`src/design/srx_consts.svh`:
```
// register indices, field positions, reset values of the receiver slice
// assumes: byte address on the bus is four times the register index
`ifndef SRX_CONSTS_SVH
`define SRX_CONSTS_SVH

`define SRX_IDX_TRIM5        10'h2C0
`define SRX_IDX_TRIM6        10'h2C1
`define SRX_IDX_TRIM7        10'h2C2
`define SRX_IDX_GEN_CTRL     10'h300
`define SRX_IDX_LATENCY      10'h302
`define SRX_IDX_FIXED_DELAY  10'h304
`define SRX_IDX_READOUT      10'h306
`define SRX_IDX_XBAR_0_1     10'h308
`define SRX_IDX_CAL_CODE     10'h30C
`define SRX_IDX_FIFO_STATUS  10'h30E

`define SRX_TRIM_SIGN_BIT    3
`define SRX_GEN_EN_BIT       0
`define SRX_GEN_CKSUM_BIT    6
`define SRX_XBAR_LANE1_LSB   3

`define SRX_RST_TRIM         4'h0
`define SRX_RST_DELAY        5'h00
`define SRX_RST_READOUT      5'h1F
`define SRX_RST_LANE1_SRC    3'h1
`define SRX_TERM_MAX         5'h0F

`endif

```
`src/design/srx_pkg.sv`:
```
// types shared by the receiver slice and its bus
// assumes: 12-bit byte address, 32-bit APB data
package srx_pkg;

	typedef struct packed {
		logic        psel;
		logic        penable;
		logic        pwrite;
		logic [11:0] paddr;
		logic [31:0] pwdata;
		logic [3:0]  pstrb;
	} srx_apb_req_type;

	typedef struct packed {
		logic [2:0][3:0] trim;
		logic            check_sum;
		logic            rx_en;
		logic [4:0]      fixed_delay;
		logic [4:0]      readout;
		logic [2:0]      lane1_src;
		logic [2:0][3:0] term;
		logic [31:0]     rdata;
		logic            err;
	} srx_state_type;

	typedef struct packed {
		logic [4:0] wr_ptr;
		logic [4:0] rd_ptr;
		logic [5:0] count;
	} srx_fifo_state_type;

endpackage
```
`src/design/srx_fifo.sv`:
```
// synchronous FIFO with valid/ready on both sides and a flush
// assumes: one clock; DEPTH is a power of two up to 32
`timescale 1ns/1ps
module srx_fifo #(
	parameter int WIDTH = 32,
	parameter int DEPTH = 16
) (
	input  wire logic             mclk,
	input  wire logic             rst,
	input  wire logic             flush,
	input  wire logic [WIDTH-1:0] in_data,
	input  wire logic             in_valid,
	output logic                  in_ready,
	output logic [WIDTH-1:0]      out_data,
	output logic                  out_valid,
	input  wire logic             out_ready,
	output logic [5:0]            level
);

	localparam int AW = $clog2(DEPTH);

	logic [WIDTH-1:0]        mem [DEPTH];
	srx_pkg::srx_fifo_state_type st_q;
	srx_pkg::srx_fifo_state_type st_d;
	logic                    push;
	logic                    pop;

	assign in_ready  = (st_q.count != 6'(DEPTH)) && !flush;
	assign out_valid = (st_q.count != 6'h00);
	assign push      = in_valid && in_ready;
	assign pop       = out_valid && out_ready;
	assign out_data  = mem[st_q.rd_ptr[AW-1:0]];
	assign level     = st_q.count;

	always_comb begin
		st_d = st_q;
		if (flush) begin
			st_d = '0;
		end else begin
			if (push)
				st_d.wr_ptr = st_q.wr_ptr + 5'h01;
			if (pop)
				st_d.rd_ptr = st_q.rd_ptr + 5'h01;
			if (push && !pop)
				st_d.count = st_q.count + 6'h01;
			else if (pop && !push)
				st_d.count = st_q.count - 6'h01;
		end
	end

	always_ff @(posedge mclk or posedge rst) begin
		if (rst)
			st_q <= '0;
		else
			st_q <= st_d;
	end

	// storage needs no reset; only words below count are ever read
	always_ff @(posedge mclk) begin
		if (push)
			mem[st_q.wr_ptr[AW-1:0]] <= in_data;
	end

endmodule // srx_fifo

```
`src/design/srx_link_regs.sv`:
```
// receiver configuration slice: lane trims, bring-up, latency, crossbar
// assumes: APB master at 10 MHz on mclk; calibration engine and deframer
// outside supply the base code and the measured latency
`timescale 1ns/1ps
`include "srx_consts.svh"
module srx_link_regs #(
	parameter int WIDTH = 32,
	parameter int DEPTH = 16
) (
	input  wire logic                    mclk,
	input  wire logic                    rst,
	input  srx_pkg::srx_apb_req_type     apb_req,
	output logic                         pready,
	output logic [31:0]                  prdata,
	output logic                         pslverr,
	input  wire logic [3:0]              termination_cal_code,
	input  wire logic [4:0]              measured_latency_field,
	output logic [2:0][3:0]              lane_term_value,
	output logic                         receiver_enable,
	output logic                         check_sum_select,
	output logic [4:0]                   fixed_delay_field,
	output logic [4:0]                   readout_point_field,
	output logic [2:0]                   logical_lane1_source,
	input  wire logic [7:0][WIDTH-1:0]   physical_serial_input,
	input  wire logic                    serial_in_valid,
	output logic                         serial_in_ready,
	output logic [WIDTH-1:0]             lane1_data,
	output logic                         lane1_valid,
	input  wire logic                    lane1_ready
);

	srx_pkg::srx_state_type st_q;
	srx_pkg::srx_state_type st_d;
	logic [9:0]             idx;
	logic                   aligned;
	logic                   mapped;
	logic                   setup;
	logic                   acc_wr;
	logic [31:0]            rd_word;
	logic [2:0][3:0]        adj;
	logic                   fifo_in_ready;
	logic [5:0]             fifo_level;

	////////////////////////////////////////////////////////////////////
	// bus decode

	assign idx     = apb_req.paddr[11:2];
	assign aligned = (apb_req.paddr[1:0] == 2'b00);
	assign setup   = apb_req.psel && !apb_req.penable;
	assign acc_wr  = apb_req.psel && apb_req.penable && apb_req.pwrite
		&& aligned && mapped && apb_req.pstrb[0];
	// zero wait states: read data is captured in the setup cycle
	assign pready  = 1'b1;
	assign prdata  = st_q.rdata;
	assign pslverr = st_q.err && apb_req.psel && apb_req.penable;

	always_comb begin
		mapped  = 1'b1;
		rd_word = 32'h0000_0000;
		if (idx == `SRX_IDX_TRIM5) begin
			rd_word[3:0] = st_q.trim[0];
		end else if (idx == `SRX_IDX_TRIM6) begin
			rd_word[3:0] = st_q.trim[1];
		end else if (idx == `SRX_IDX_TRIM7) begin
			rd_word[3:0] = st_q.trim[2];
		end else if (idx == `SRX_IDX_GEN_CTRL) begin
			rd_word[`SRX_GEN_EN_BIT]    = st_q.rx_en;
			rd_word[`SRX_GEN_CKSUM_BIT] = st_q.check_sum;
		end else if (idx == `SRX_IDX_LATENCY) begin
			rd_word[4:0] = measured_latency_field;
		end else if (idx == `SRX_IDX_FIXED_DELAY) begin
			rd_word[4:0] = st_q.fixed_delay;
		end else if (idx == `SRX_IDX_READOUT) begin
			rd_word[4:0] = st_q.readout;
		end else if (idx == `SRX_IDX_XBAR_0_1) begin
			rd_word[5:3] = st_q.lane1_src;
		end else if (idx == `SRX_IDX_CAL_CODE) begin
			rd_word[3:0] = termination_cal_code;
		end else if (idx == `SRX_IDX_FIFO_STATUS) begin
			rd_word[5:0] = fifo_level;
		end else begin
			mapped = 1'b0;
		end
	end

	////////////////////////////////////////////////////////////////////
	// termination trim per lane, saturated to the 4-bit code range

	for (genvar i = 0; i < 3; i++) begin : g_trim
		logic [4:0] base;
		logic [4:0] mag;
		logic [4:0] sum;
		assign base = {1'b0, termination_cal_code};
		assign mag  = {2'b00, st_q.trim[i][2:0]};
		assign sum  = base + mag;
		always_comb begin
			if (st_q.trim[i][`SRX_TRIM_SIGN_BIT]) begin
				adj[i] = (base < mag) ? 4'h0
					: 4'(base - mag);
			end else begin
				adj[i] = (sum > `SRX_TERM_MAX) ? 4'hF
					: sum[3:0];
			end
		end
	end

	////////////////////////////////////////////////////////////////////
	// register state

	always_comb begin
		st_d = st_q;
		st_d.term = adj;
		if (setup) begin
			// a misaligned read must not leak the word it lands in
			st_d.rdata = (!apb_req.pwrite && aligned) ? rd_word
				: 32'h0000_0000;
			st_d.err   = !(aligned && mapped);
		end
		// only the stored bits are taken; reserved bits are dropped
		if (acc_wr) begin
			if (idx == `SRX_IDX_TRIM5) begin
				st_d.trim[0] = apb_req.pwdata[3:0];
			end else if (idx == `SRX_IDX_TRIM6) begin
				st_d.trim[1] = apb_req.pwdata[3:0];
			end else if (idx == `SRX_IDX_TRIM7) begin
				st_d.trim[2] = apb_req.pwdata[3:0];
			end else if (idx == `SRX_IDX_GEN_CTRL) begin
				st_d.rx_en = apb_req.pwdata[`SRX_GEN_EN_BIT];
				st_d.check_sum =
					apb_req.pwdata[`SRX_GEN_CKSUM_BIT];
			end else if (idx == `SRX_IDX_FIXED_DELAY) begin
				st_d.fixed_delay = apb_req.pwdata[4:0];
			end else if (idx == `SRX_IDX_READOUT) begin
				// no clamp: values above 10 are the writer's fault
				st_d.readout = apb_req.pwdata[4:0];
			end else if (idx == `SRX_IDX_XBAR_0_1) begin
				st_d.lane1_src = apb_req.pwdata[5:3];
			end
		end
	end

	always_ff @(posedge mclk or posedge rst) begin
		if (rst) begin
			st_q             <= '0;
			st_q.trim        <= {3{`SRX_RST_TRIM}};
			st_q.fixed_delay <= `SRX_RST_DELAY;
			st_q.readout     <= `SRX_RST_READOUT;
			st_q.lane1_src   <= `SRX_RST_LANE1_SRC;
		end else begin
			st_q <= st_d;
		end
	end

	assign lane_term_value      = st_q.term;
	assign receiver_enable      = st_q.rx_en;
	assign check_sum_select     = st_q.check_sum;
	assign fixed_delay_field    = st_q.fixed_delay;
	assign readout_point_field  = st_q.readout;
	assign logical_lane1_source = st_q.lane1_src;

	////////////////////////////////////////////////////////////////////
	// logical lane 1 data path; held down flushes stale words

	assign serial_in_ready = fifo_in_ready && st_q.rx_en;

	srx_fifo #(
		.WIDTH (WIDTH),
		.DEPTH (DEPTH)
	) u_fifo (
		.mclk      (mclk),
		.rst       (rst),
		.flush     (!st_q.rx_en),
		.in_data   (physical_serial_input[st_q.lane1_src]),
		.in_valid  (serial_in_valid),
		.in_ready  (fifo_in_ready),
		.out_data  (lane1_data),
		.out_valid (lane1_valid),
		.out_ready (lane1_ready),
		.level     (fifo_level)
	);

	////////////////////////////////////////////////////////////////////
	// checks

	logic rd_trim5;
	logic rd_lat;
	logic rd_cal;
	assign rd_trim5 = setup && !apb_req.pwrite && aligned
		&& idx == `SRX_IDX_TRIM5;
	assign rd_lat = setup && !apb_req.pwrite && aligned
		&& idx == `SRX_IDX_LATENCY;
	assign rd_cal = setup && !apb_req.pwrite && aligned
		&& idx == `SRX_IDX_CAL_CODE;

	property p_trim_add;
		@(posedge mclk) disable iff (rst)
		(!st_q.trim[0][3] && termination_cal_code == 4'h8
			&& st_q.trim[0][2:0] == 3'h3 && $stable(st_q.trim[0]))
			|=> lane_term_value[0] == 4'hB;
	endproperty
	a_trim_add: assert property (p_trim_add)
		else $error("lane 5 trim not added");

	property p_trim_sub;
		@(posedge mclk) disable iff (rst)
		(st_q.trim[2][3] && termination_cal_code == 4'h2
			&& st_q.trim[2][2:0] == 3'h7 && $stable(st_q.trim[2]))
			|=> lane_term_value[2] == 4'h0;
	endproperty
	a_trim_sub: assert property (p_trim_sub)
		else $error("lane 7 trim not subtracted with floor");

	property p_trim_rw;
		@(posedge mclk) disable iff (rst)
		(acc_wr && idx == `SRX_IDX_TRIM5)
			|=> st_q.trim[0] == $past(apb_req.pwdata[3:0]);
	endproperty
	a_trim_rw: assert property (p_trim_rw)
		else $error("trim readback mismatch");

	property p_rx_hold;
		@(posedge mclk) disable iff (rst)
		!receiver_enable |-> !serial_in_ready ##1 !lane1_valid;
	endproperty
	a_rx_hold: assert property (p_rx_hold)
		else $error("receiver accepts data while held down");

	property p_latency;
		@(posedge mclk) disable iff (rst)
		rd_lat |=> prdata == {27'h0, $past(measured_latency_field)};
	endproperty
	a_latency: assert property (p_latency)
		else $error("latency readback wrong");

	property p_fixed;
		@(posedge mclk) disable iff (rst)
		(acc_wr && idx == `SRX_IDX_FIXED_DELAY)
			|=> fixed_delay_field == $past(apb_req.pwdata[4:0]);
	endproperty
	a_fixed: assert property (p_fixed)
		else $error("fixed delay not written");

	property p_readout;
		@(posedge mclk) disable iff (rst)
		$fell(rst) |-> readout_point_field == 5'h1F;
	endproperty
	a_readout: assert property (p_readout)
		else $error("read-out point reset wrong");

	property p_readout_wr;
		@(posedge mclk) disable iff (rst)
		(acc_wr && idx == `SRX_IDX_READOUT)
			|=> readout_point_field == $past(apb_req.pwdata[4:0]);
	endproperty
	a_readout_wr: assert property (p_readout_wr)
		else $error("read-out point not written");

	property p_src_wr;
		@(posedge mclk) disable iff (rst)
		(acc_wr && idx == `SRX_IDX_XBAR_0_1)
			|=> logical_lane1_source == $past(apb_req.pwdata[5:3]);
	endproperty
	a_src_wr: assert property (p_src_wr)
		else $error("lane 1 source not written");

	property p_misalign;
		@(posedge mclk) disable iff (rst)
		(setup && !aligned) |=> pslverr && prdata == 32'h0000_0000;
	endproperty
	a_misalign: assert property (p_misalign)
		else $error("misaligned access not refused");

	property p_xbar;
		@(posedge mclk) disable iff (rst)
		(!lane1_valid && serial_in_valid && serial_in_ready)
			|=> lane1_data == $past(
				physical_serial_input[logical_lane1_source]);
	endproperty
	a_xbar: assert property (p_xbar)
		else $error("lane 1 source select wrong");

	property p_cksum;
		@(posedge mclk) disable iff (rst)
		(acc_wr && idx == `SRX_IDX_GEN_CTRL)
			|=> check_sum_select == $past(apb_req.pwdata[6])
			&& receiver_enable == $past(apb_req.pwdata[0]);
	endproperty
	a_cksum: assert property (p_cksum)
		else $error("general control bits not stored");

	property p_cal;
		@(posedge mclk) disable iff (rst)
		rd_cal |=> prdata == {28'h0, $past(termination_cal_code)};
	endproperty
	a_cal: assert property (p_cal)
		else $error("calibration code readback wrong");

	property p_resv;
		@(posedge mclk) disable iff (rst)
		rd_trim5 |=> prdata[31:4] == 28'h0;
	endproperty
	a_resv: assert property (p_resv)
		else $error("reserved bits not zero");

endmodule // srx_link_regs

```
`config.mk`:
```
export PLATFORM = sky130hd
export DESIGN_NAME = srx_link_regs
export DESIGN_NICKNAME = d
export VERILOG_FILES = /design/src/design/srx_pkg.sv /design/src/design/srx_fifo.sv /design/src/design/srx_link_regs.sv
export VERILOG_INCLUDE_DIRS = /design/src /design/src/design
export SDC_FILE = /design/constraint.sdc
export NUM_CORES = 1
export LEC_CHECK = 0
export BUFFER_PORTS_ARGS = -buffer_cell sky130_fd_sc_hd__buf_2
export CAP_MARGIN = 0
export CORE_ASPECT_RATIO = 0.9
export CORE_MARGIN = 5
export CORE_UTILIZATION = 51
export CTS_CLUSTER_DIAMETER = 30
export CTS_CLUSTER_SIZE = 40
export DETAILED_ROUTE_END_ITERATION = 16
export PLACE_DENSITY = 0.85
export SLEW_MARGIN = 20
export SYNTH_ARGS = -nofsm -noshare
export SYNTH_HDL_FRONTEND = slang
export SYNTH_SLANG_ARGS = --single-unit
```
`constraint.sdc`:
```
create_clock -name mclk -period 3.3 [get_ports mclk]
set_clock_uncertainty 0.2 [all_clocks]
set_input_delay 0.165 -clock mclk [delete_from_list [all_inputs] [get_ports mclk]]
set_output_delay 0.165 -clock mclk [all_outputs]
set_load 0.1 [all_outputs]
```
## Word level (Yosys, flattened, before mapping)

Memory sizes are Yosys's and may differ from the RTL's.
Index checks and enable logic that the tools add are counted.

- Bits in registers: 88
- Word-level logic and storage cells: 150
- Output and inout bits: 95
- Memories: 1
- Memory bits (writable): 512
- Bits of input ports: 320

Memories:

| memory | depth | width | rd ports | clocked after memory_dff | wr ports | line | text |
|---|---|---|---|---|---|---|---|
| u_fifo.mem | 16 | 32 | 1 | 0 | 1 | srx_fifo.sv:22 | `logic [WIDTH-1:0] mem [DEPTH];` |

- Reductions and logical operators: 30
- $add $sub $neg: 10
- Bitwise operators: 6
- Muxes and demuxes: 66
- $lt $le $gt $ge: 7
- Equality and inequality tests: 14

Operator list:

| kind | count |
|---|---|
| $eq 10x10->1 const B | 10 |
| $bmux 32 s3 | 1 |
| $mux 4 | 21 |
| $mux 6 | 12 |
| $mux 32 | 1 |
| $mux 5 | 6 |
| $mux 1 | 17 |
| $logic_and 1x1->1 | 16 |
| $mux 16 | 1 |
| $add 4x3->5 | 3 |
| $gt 5x4->1 const B | 3 |
| $mux 3 | 5 |
| $lt 4x3->1 | 3 |
| $sub 4x3->4 | 3 |
| $add 5x1->5 const B | 2 |
| $reduce_and 8->1 | 1 |
| $mux 7 | 1 |
| $reduce_and 7->1 | 1 |
| $add 6x1->6 const B | 1 |
| $ne 6x5->1 const B | 1 |
| $not 1->1 | 6 |
| $reduce_and 6->1 | 1 |
| $reduce_bool 6->1 | 1 |
| $sub 6x1->6 const B | 1 |
| 10 further kinds | 15 |

## Longest topological paths before layout

- Depth after elaboration: 29
- Mapped depth: 13
- Gate-level depth less buffers: 11

## Hierarchy

From an unflattened synthesis, not the netlist that was laid out.

- Cell total of the unflattened synthesis: 1551
- Area total of the unflattened synthesis: 26100.0 µm²

Modules (own cells, without submodules):

| module | instances | cells an instance | seq. area each (µm²) | area each (µm²) |
|---|---|---|---|---|
| srx_fifo | 1 | 1051 | 15725.1 | 20602.3 |
| srx_link_regs | 1 | 500 | 1183.6 | 5497.8 |

## Worst setup path after synthesis

OpenSTA, ideal clock, no wires.

- Kind: register -> register
- Start: reg u_fifo.st_q, in the netlist u_fifo.level[0]
- End: reg u_fifo.st_q, in the netlist u_fifo.level[5]
- Data arrival time: 3.212 ns
- Path slack: -0.245 ns
- Cell stages (with the launch flop): 13
- Buffers on the path: 2
- Period minus slack after synthesis: 3.545 ns
- Library setup time: 0.134 ns
- Cells stage by stage: dfrtp_1 -> or4_1 -> buf_2 -> or3_1 -> buf_2 -> nand2_2 -> nand2_1 -> ha_1 -> a211oi_1 -> o21a_1 -> nor3_1 -> o31ai_1 -> nand3_1

- Cells in the longest elaborated chain, start to end: 6
- Elaborated cells between the ends (all ways): 15

Ends and longest elaborated chain:

| what | line | text |
|---|---|---|
| start, declared | srx_fifo.sv:23 | `srx_pkg::srx_fifo_state_type st_q;` |
| start signal, assigned | srx_fifo.sv:55 | `st_q <= st_d;` |
| $reduce_bool 6->1 * | srx_fifo.sv:29 | `assign out_valid = (st_q.count != 6'h00);` |
| via lane1_valid | srx_link_regs.sv:28 | `output logic lane1_valid,` |
| $logic_and 1x1->1 * | srx_fifo.sv:31 | `assign pop = out_valid && out_ready;` |
| $logic_not 1->1 | srx_fifo.sv:44 | `if (push && !pop)` |
| $logic_and 1x1->1 | srx_fifo.sv:44 |  |
| $mux 6 | srx_fifo.sv:44 |  |
| $mux 16 | srx_fifo.sv:37 | `if (flush) begin` |

Mark *: on every way through the listed nets, which the timed path passes. The rest lies on a longest branch. The select of a mux whose other input is x is not followed.
A chain may end at the register's enable or synchronous reset.

## Final worst setup path

- Start: reg u_fifo.st_q[6] (netlist name)
- End: out lane1_data[24]

- Cells in the longest elaborated chain, start to end: 1

Ends and longest elaborated chain:

| what | line | text |
|---|---|---|
| $mem_v2 16x32 | - |  |
| end, declared | srx_link_regs.sv:27 | `output logic [WIDTH-1:0] lane1_data,` |

No other way between the ends.

==> impl_results.md <==
- Status: complete, but fails checks
- Failing checks: negative setup slack
- Slew Viols, Final: 0
- Die X: 247 µm
- Die Ht: 223 µm
- Top-area cell type share of the netlist area: 59.8%
- Crit share post-route: 100%
- Main flop type after synthesis: edfxtp_1
- TritonCTS clock tree: done
- Average wire per standard cell: 29.1 µm
- TritonCTS Buffers: 92
- Min Clock Period, post-route: 3320 ps
- Area leader, netlist: edfxtp_1
- Post-Place Cells: 2303
- Critical Path Source Type: flip-flop
- Combined global-route utilization of all metal layers: 26.0%
- Post-Route WL: 73500 µm
- Place WS: 4.13 ps
- Post-DP HPWL: 39800 µm
- First-pass GRT wire length: 106000 µm
- Setup tns final: -15.8 ps
- Largest net degree at the start of global routing: 42
- Pwr Total: 18.8 mW
- Nets: 2116
- Synth area leaders: edfxtp_1, mux4_2, dfrtp_1
- Sink Count: 573
- Kind of critical path: flip-flop to output port
- Top Ports: 415
- Setup violators final: 1
- Synthesized cell area: 25700 µm²
- Clock Path Buffers: 3
- DIE AREA: 55000 µm²
- Crit path required time: 2930 ps
- Netlist cell types: 68
- DP Area: 28200 µm²
- Area Growth Syn to Fin: 24.7%
- Max transition margin: 24.4%
- Fillers: 3249
- Synth Warn #: 0
- Vias in the first global route: 17.0k
- FF+latch count, synth: 573
- Cell row count: 78
- Fraction of layout cells with a size suffix above 1: 47.5%
- Layout Cells excl Fill: 2525
- Total global routing overflow: 0
- Max-Cap Viols: 0
- GP Congestion: 0.931
- Syn avg cell area: 19.3 µm²
- PnR worst setup slack: -15.8 ps
- Worst slew pin tran: 1130 ps
- CTS Root Cell: clkbuf_16
- Reg clk slew, reported paths: 50 ps
- PortBufs: 360
- Initial Util: 51.3%
- Post-route ant nets: 0
- Ys async rst share: 10.6%
- Number of enable flip-flop cells after synthesis: 512
- Register area share after synthesis: 65.7%
- RSZ-0062 raised after global routing: yes
- Core ar.: 50200 µm²
- Post-Syn Instances: 1330
- Min-Delay Path Class: input pin to flip-flop
- DR vias/cell: 6.24
- Crit path max fanout: 35
- Initial antenna violation count: 2
- Iter 0 DRT Violations: 1894
- PwrDens: 585 nW/µm²
- Worst setup EP type: output port
- Design Area, Final: 32100 µm²
- H-tree depth: 3
- Total leakage power: 11.3 nW
- DRC violations left: 0
- FMAX: 302 MHz
- Worst vdd ir: 0.722 mV
- Final-report hold violation count: 0
- CP arrival: 2950 ps
- Router iterations before antenna repair: 7
- Vias: 15.8k
- Worst-skew pair later-pin latency: 630 ps
worst paths after layout:
path	start	to	slack, ps	depth (start not counted)
max in group asynchronous	rst	logical_lane1_source[2]	1430	5
setup / recovery	u_fifo.st_q[6]	lane1_data[24]	-20	4
setup reg to reg	u_fifo.level[0]	u_fifo.level[5]	160	10
hold / removal	apb_req[46]	prdata[2]	90	5
hold reg to reg	prdata[5]	prdata[5]	320	1
min in group asynchronous	rst	lane_term_value[1]	500	4
area by class of cell:
cell class              count  area, µm²  share of cell area (%)
flip-flops and latches    573      16900                    52.8
multi-input cells         612       8090                    25.2
repair buffers            450       2810                    8.76
clock buffers             103       2420                    7.54
clock inverters            70        857                    2.67
well taps                 680        851                    2.65
inverters                  33        124                   0.386
diodes                      4       10.0                  0.0312
state kept, by name, summed over array words and instances (netlist names):
signal,count
receiver_enable,1
logical_lane1_source,3
st_q,4
u_fifo.mem,512
u_fifo.level,6
fixed_delay_field,5
check_sum_select,1
prdata,7
u_fifo.st_q,8
readout_point_field,5
lane_term_value,12
g_trim.mag,9
placed cells by master, fill, tap and decap left out, types with 15 or more instances in the layout:
master | synthesis | layout
buf_2 | 21 | 345
o21ai_0 | 21 | 19
mux2_2 | 60 | 60
ha_1 | 27 | 25
dlygate4sd3_1 | 0 | 45
mux4_2 | 226 | 226
edfxtp_1 | 512 | 512
buf_4 | 58 | 36
and2_1 | 15 | 15
nand3_1 | 15 | 15
clkbuf_16 | 0 | 95
dfrtp_1 | 55 | 50
nand2_1 | 33 | 32
conb_1 | 2 | 26
inv_1 | 33 | 32
nor2_1 | 26 | 26
synthesized netlist by cell type, drive strengths merged (11+ instances only):
master / count
and2: 16
buf: 91
clkbuf: 45
dfrtp: 55
edfxtp: 512
ha: 27
inv: 33
mux2: 60
mux2i: 11
mux4: 226
nand2: 34
nand3: 15
nor2: 27
nor2b: 14
o21ai: 22
per-layer routing:
metal | track usage (%) | routed length, µm | vias to the layer above | part of all wire [%]
met5 | 0 | 0 | - | 0
met4 | 10.4 | 2960 | 0 | 4.0
met3 | 5.86 | 7300 | 223 | 9.9
met2 | 44.5 | 38000 | 1204 | 52
met1 | 32.5 | 25200 | 8028 | 34
li1 | - | - | 6309 | -
worst max-delay path: stages, from the launching register on:
cell and delay (ps):
dfrtp_4 540, buf_16 300, mux4_2 620, mux4_2 530, clkbuf_4 300
per-stage QoR:
step | util [%] | hold WS [ps]
final | 64.0 | 87.0
after global routing | 63.9 | 114
after CTS | 63.8 | 33.8
after detailed placement | 56.3 | 40.1
after global placement | 56.3 | 30.2
after floorplan | - | 81.8
cells by family (layout without fill, tap and decap cells):
kind of cell	Yosys count	after routing	synth area share [%]
other	2	30	0.0292
and+or+nand+nor	155	155	3.24
adders and majority gates	34	34	1.86
xor gates and xnor gates	4	4	0.136
muxes	297	297	22.8
AOI/OAI and AO/OA	96	96	2.75
DFF	573	573	65.7
buffers and inverters	169	656	3.42
power by group:
part           switching, mW  total [mW]  internal [mW]
Sequential           0.00275        7.92           7.92
Combinational          0.489       0.750          0.261
Clock                   3.71        10.1           6.39
timing repair:
action | CTS | global route
pin swaps | 1 | 1
endpoints found under the hold margin | 108 | 0
setup buffers | 0 | 0
hold buffers | 45 | 0
setup endpoints to repair | 6 | 14
resized for setup | 6 | 28
No activity file was read; power rests on OpenSTA's default activity.
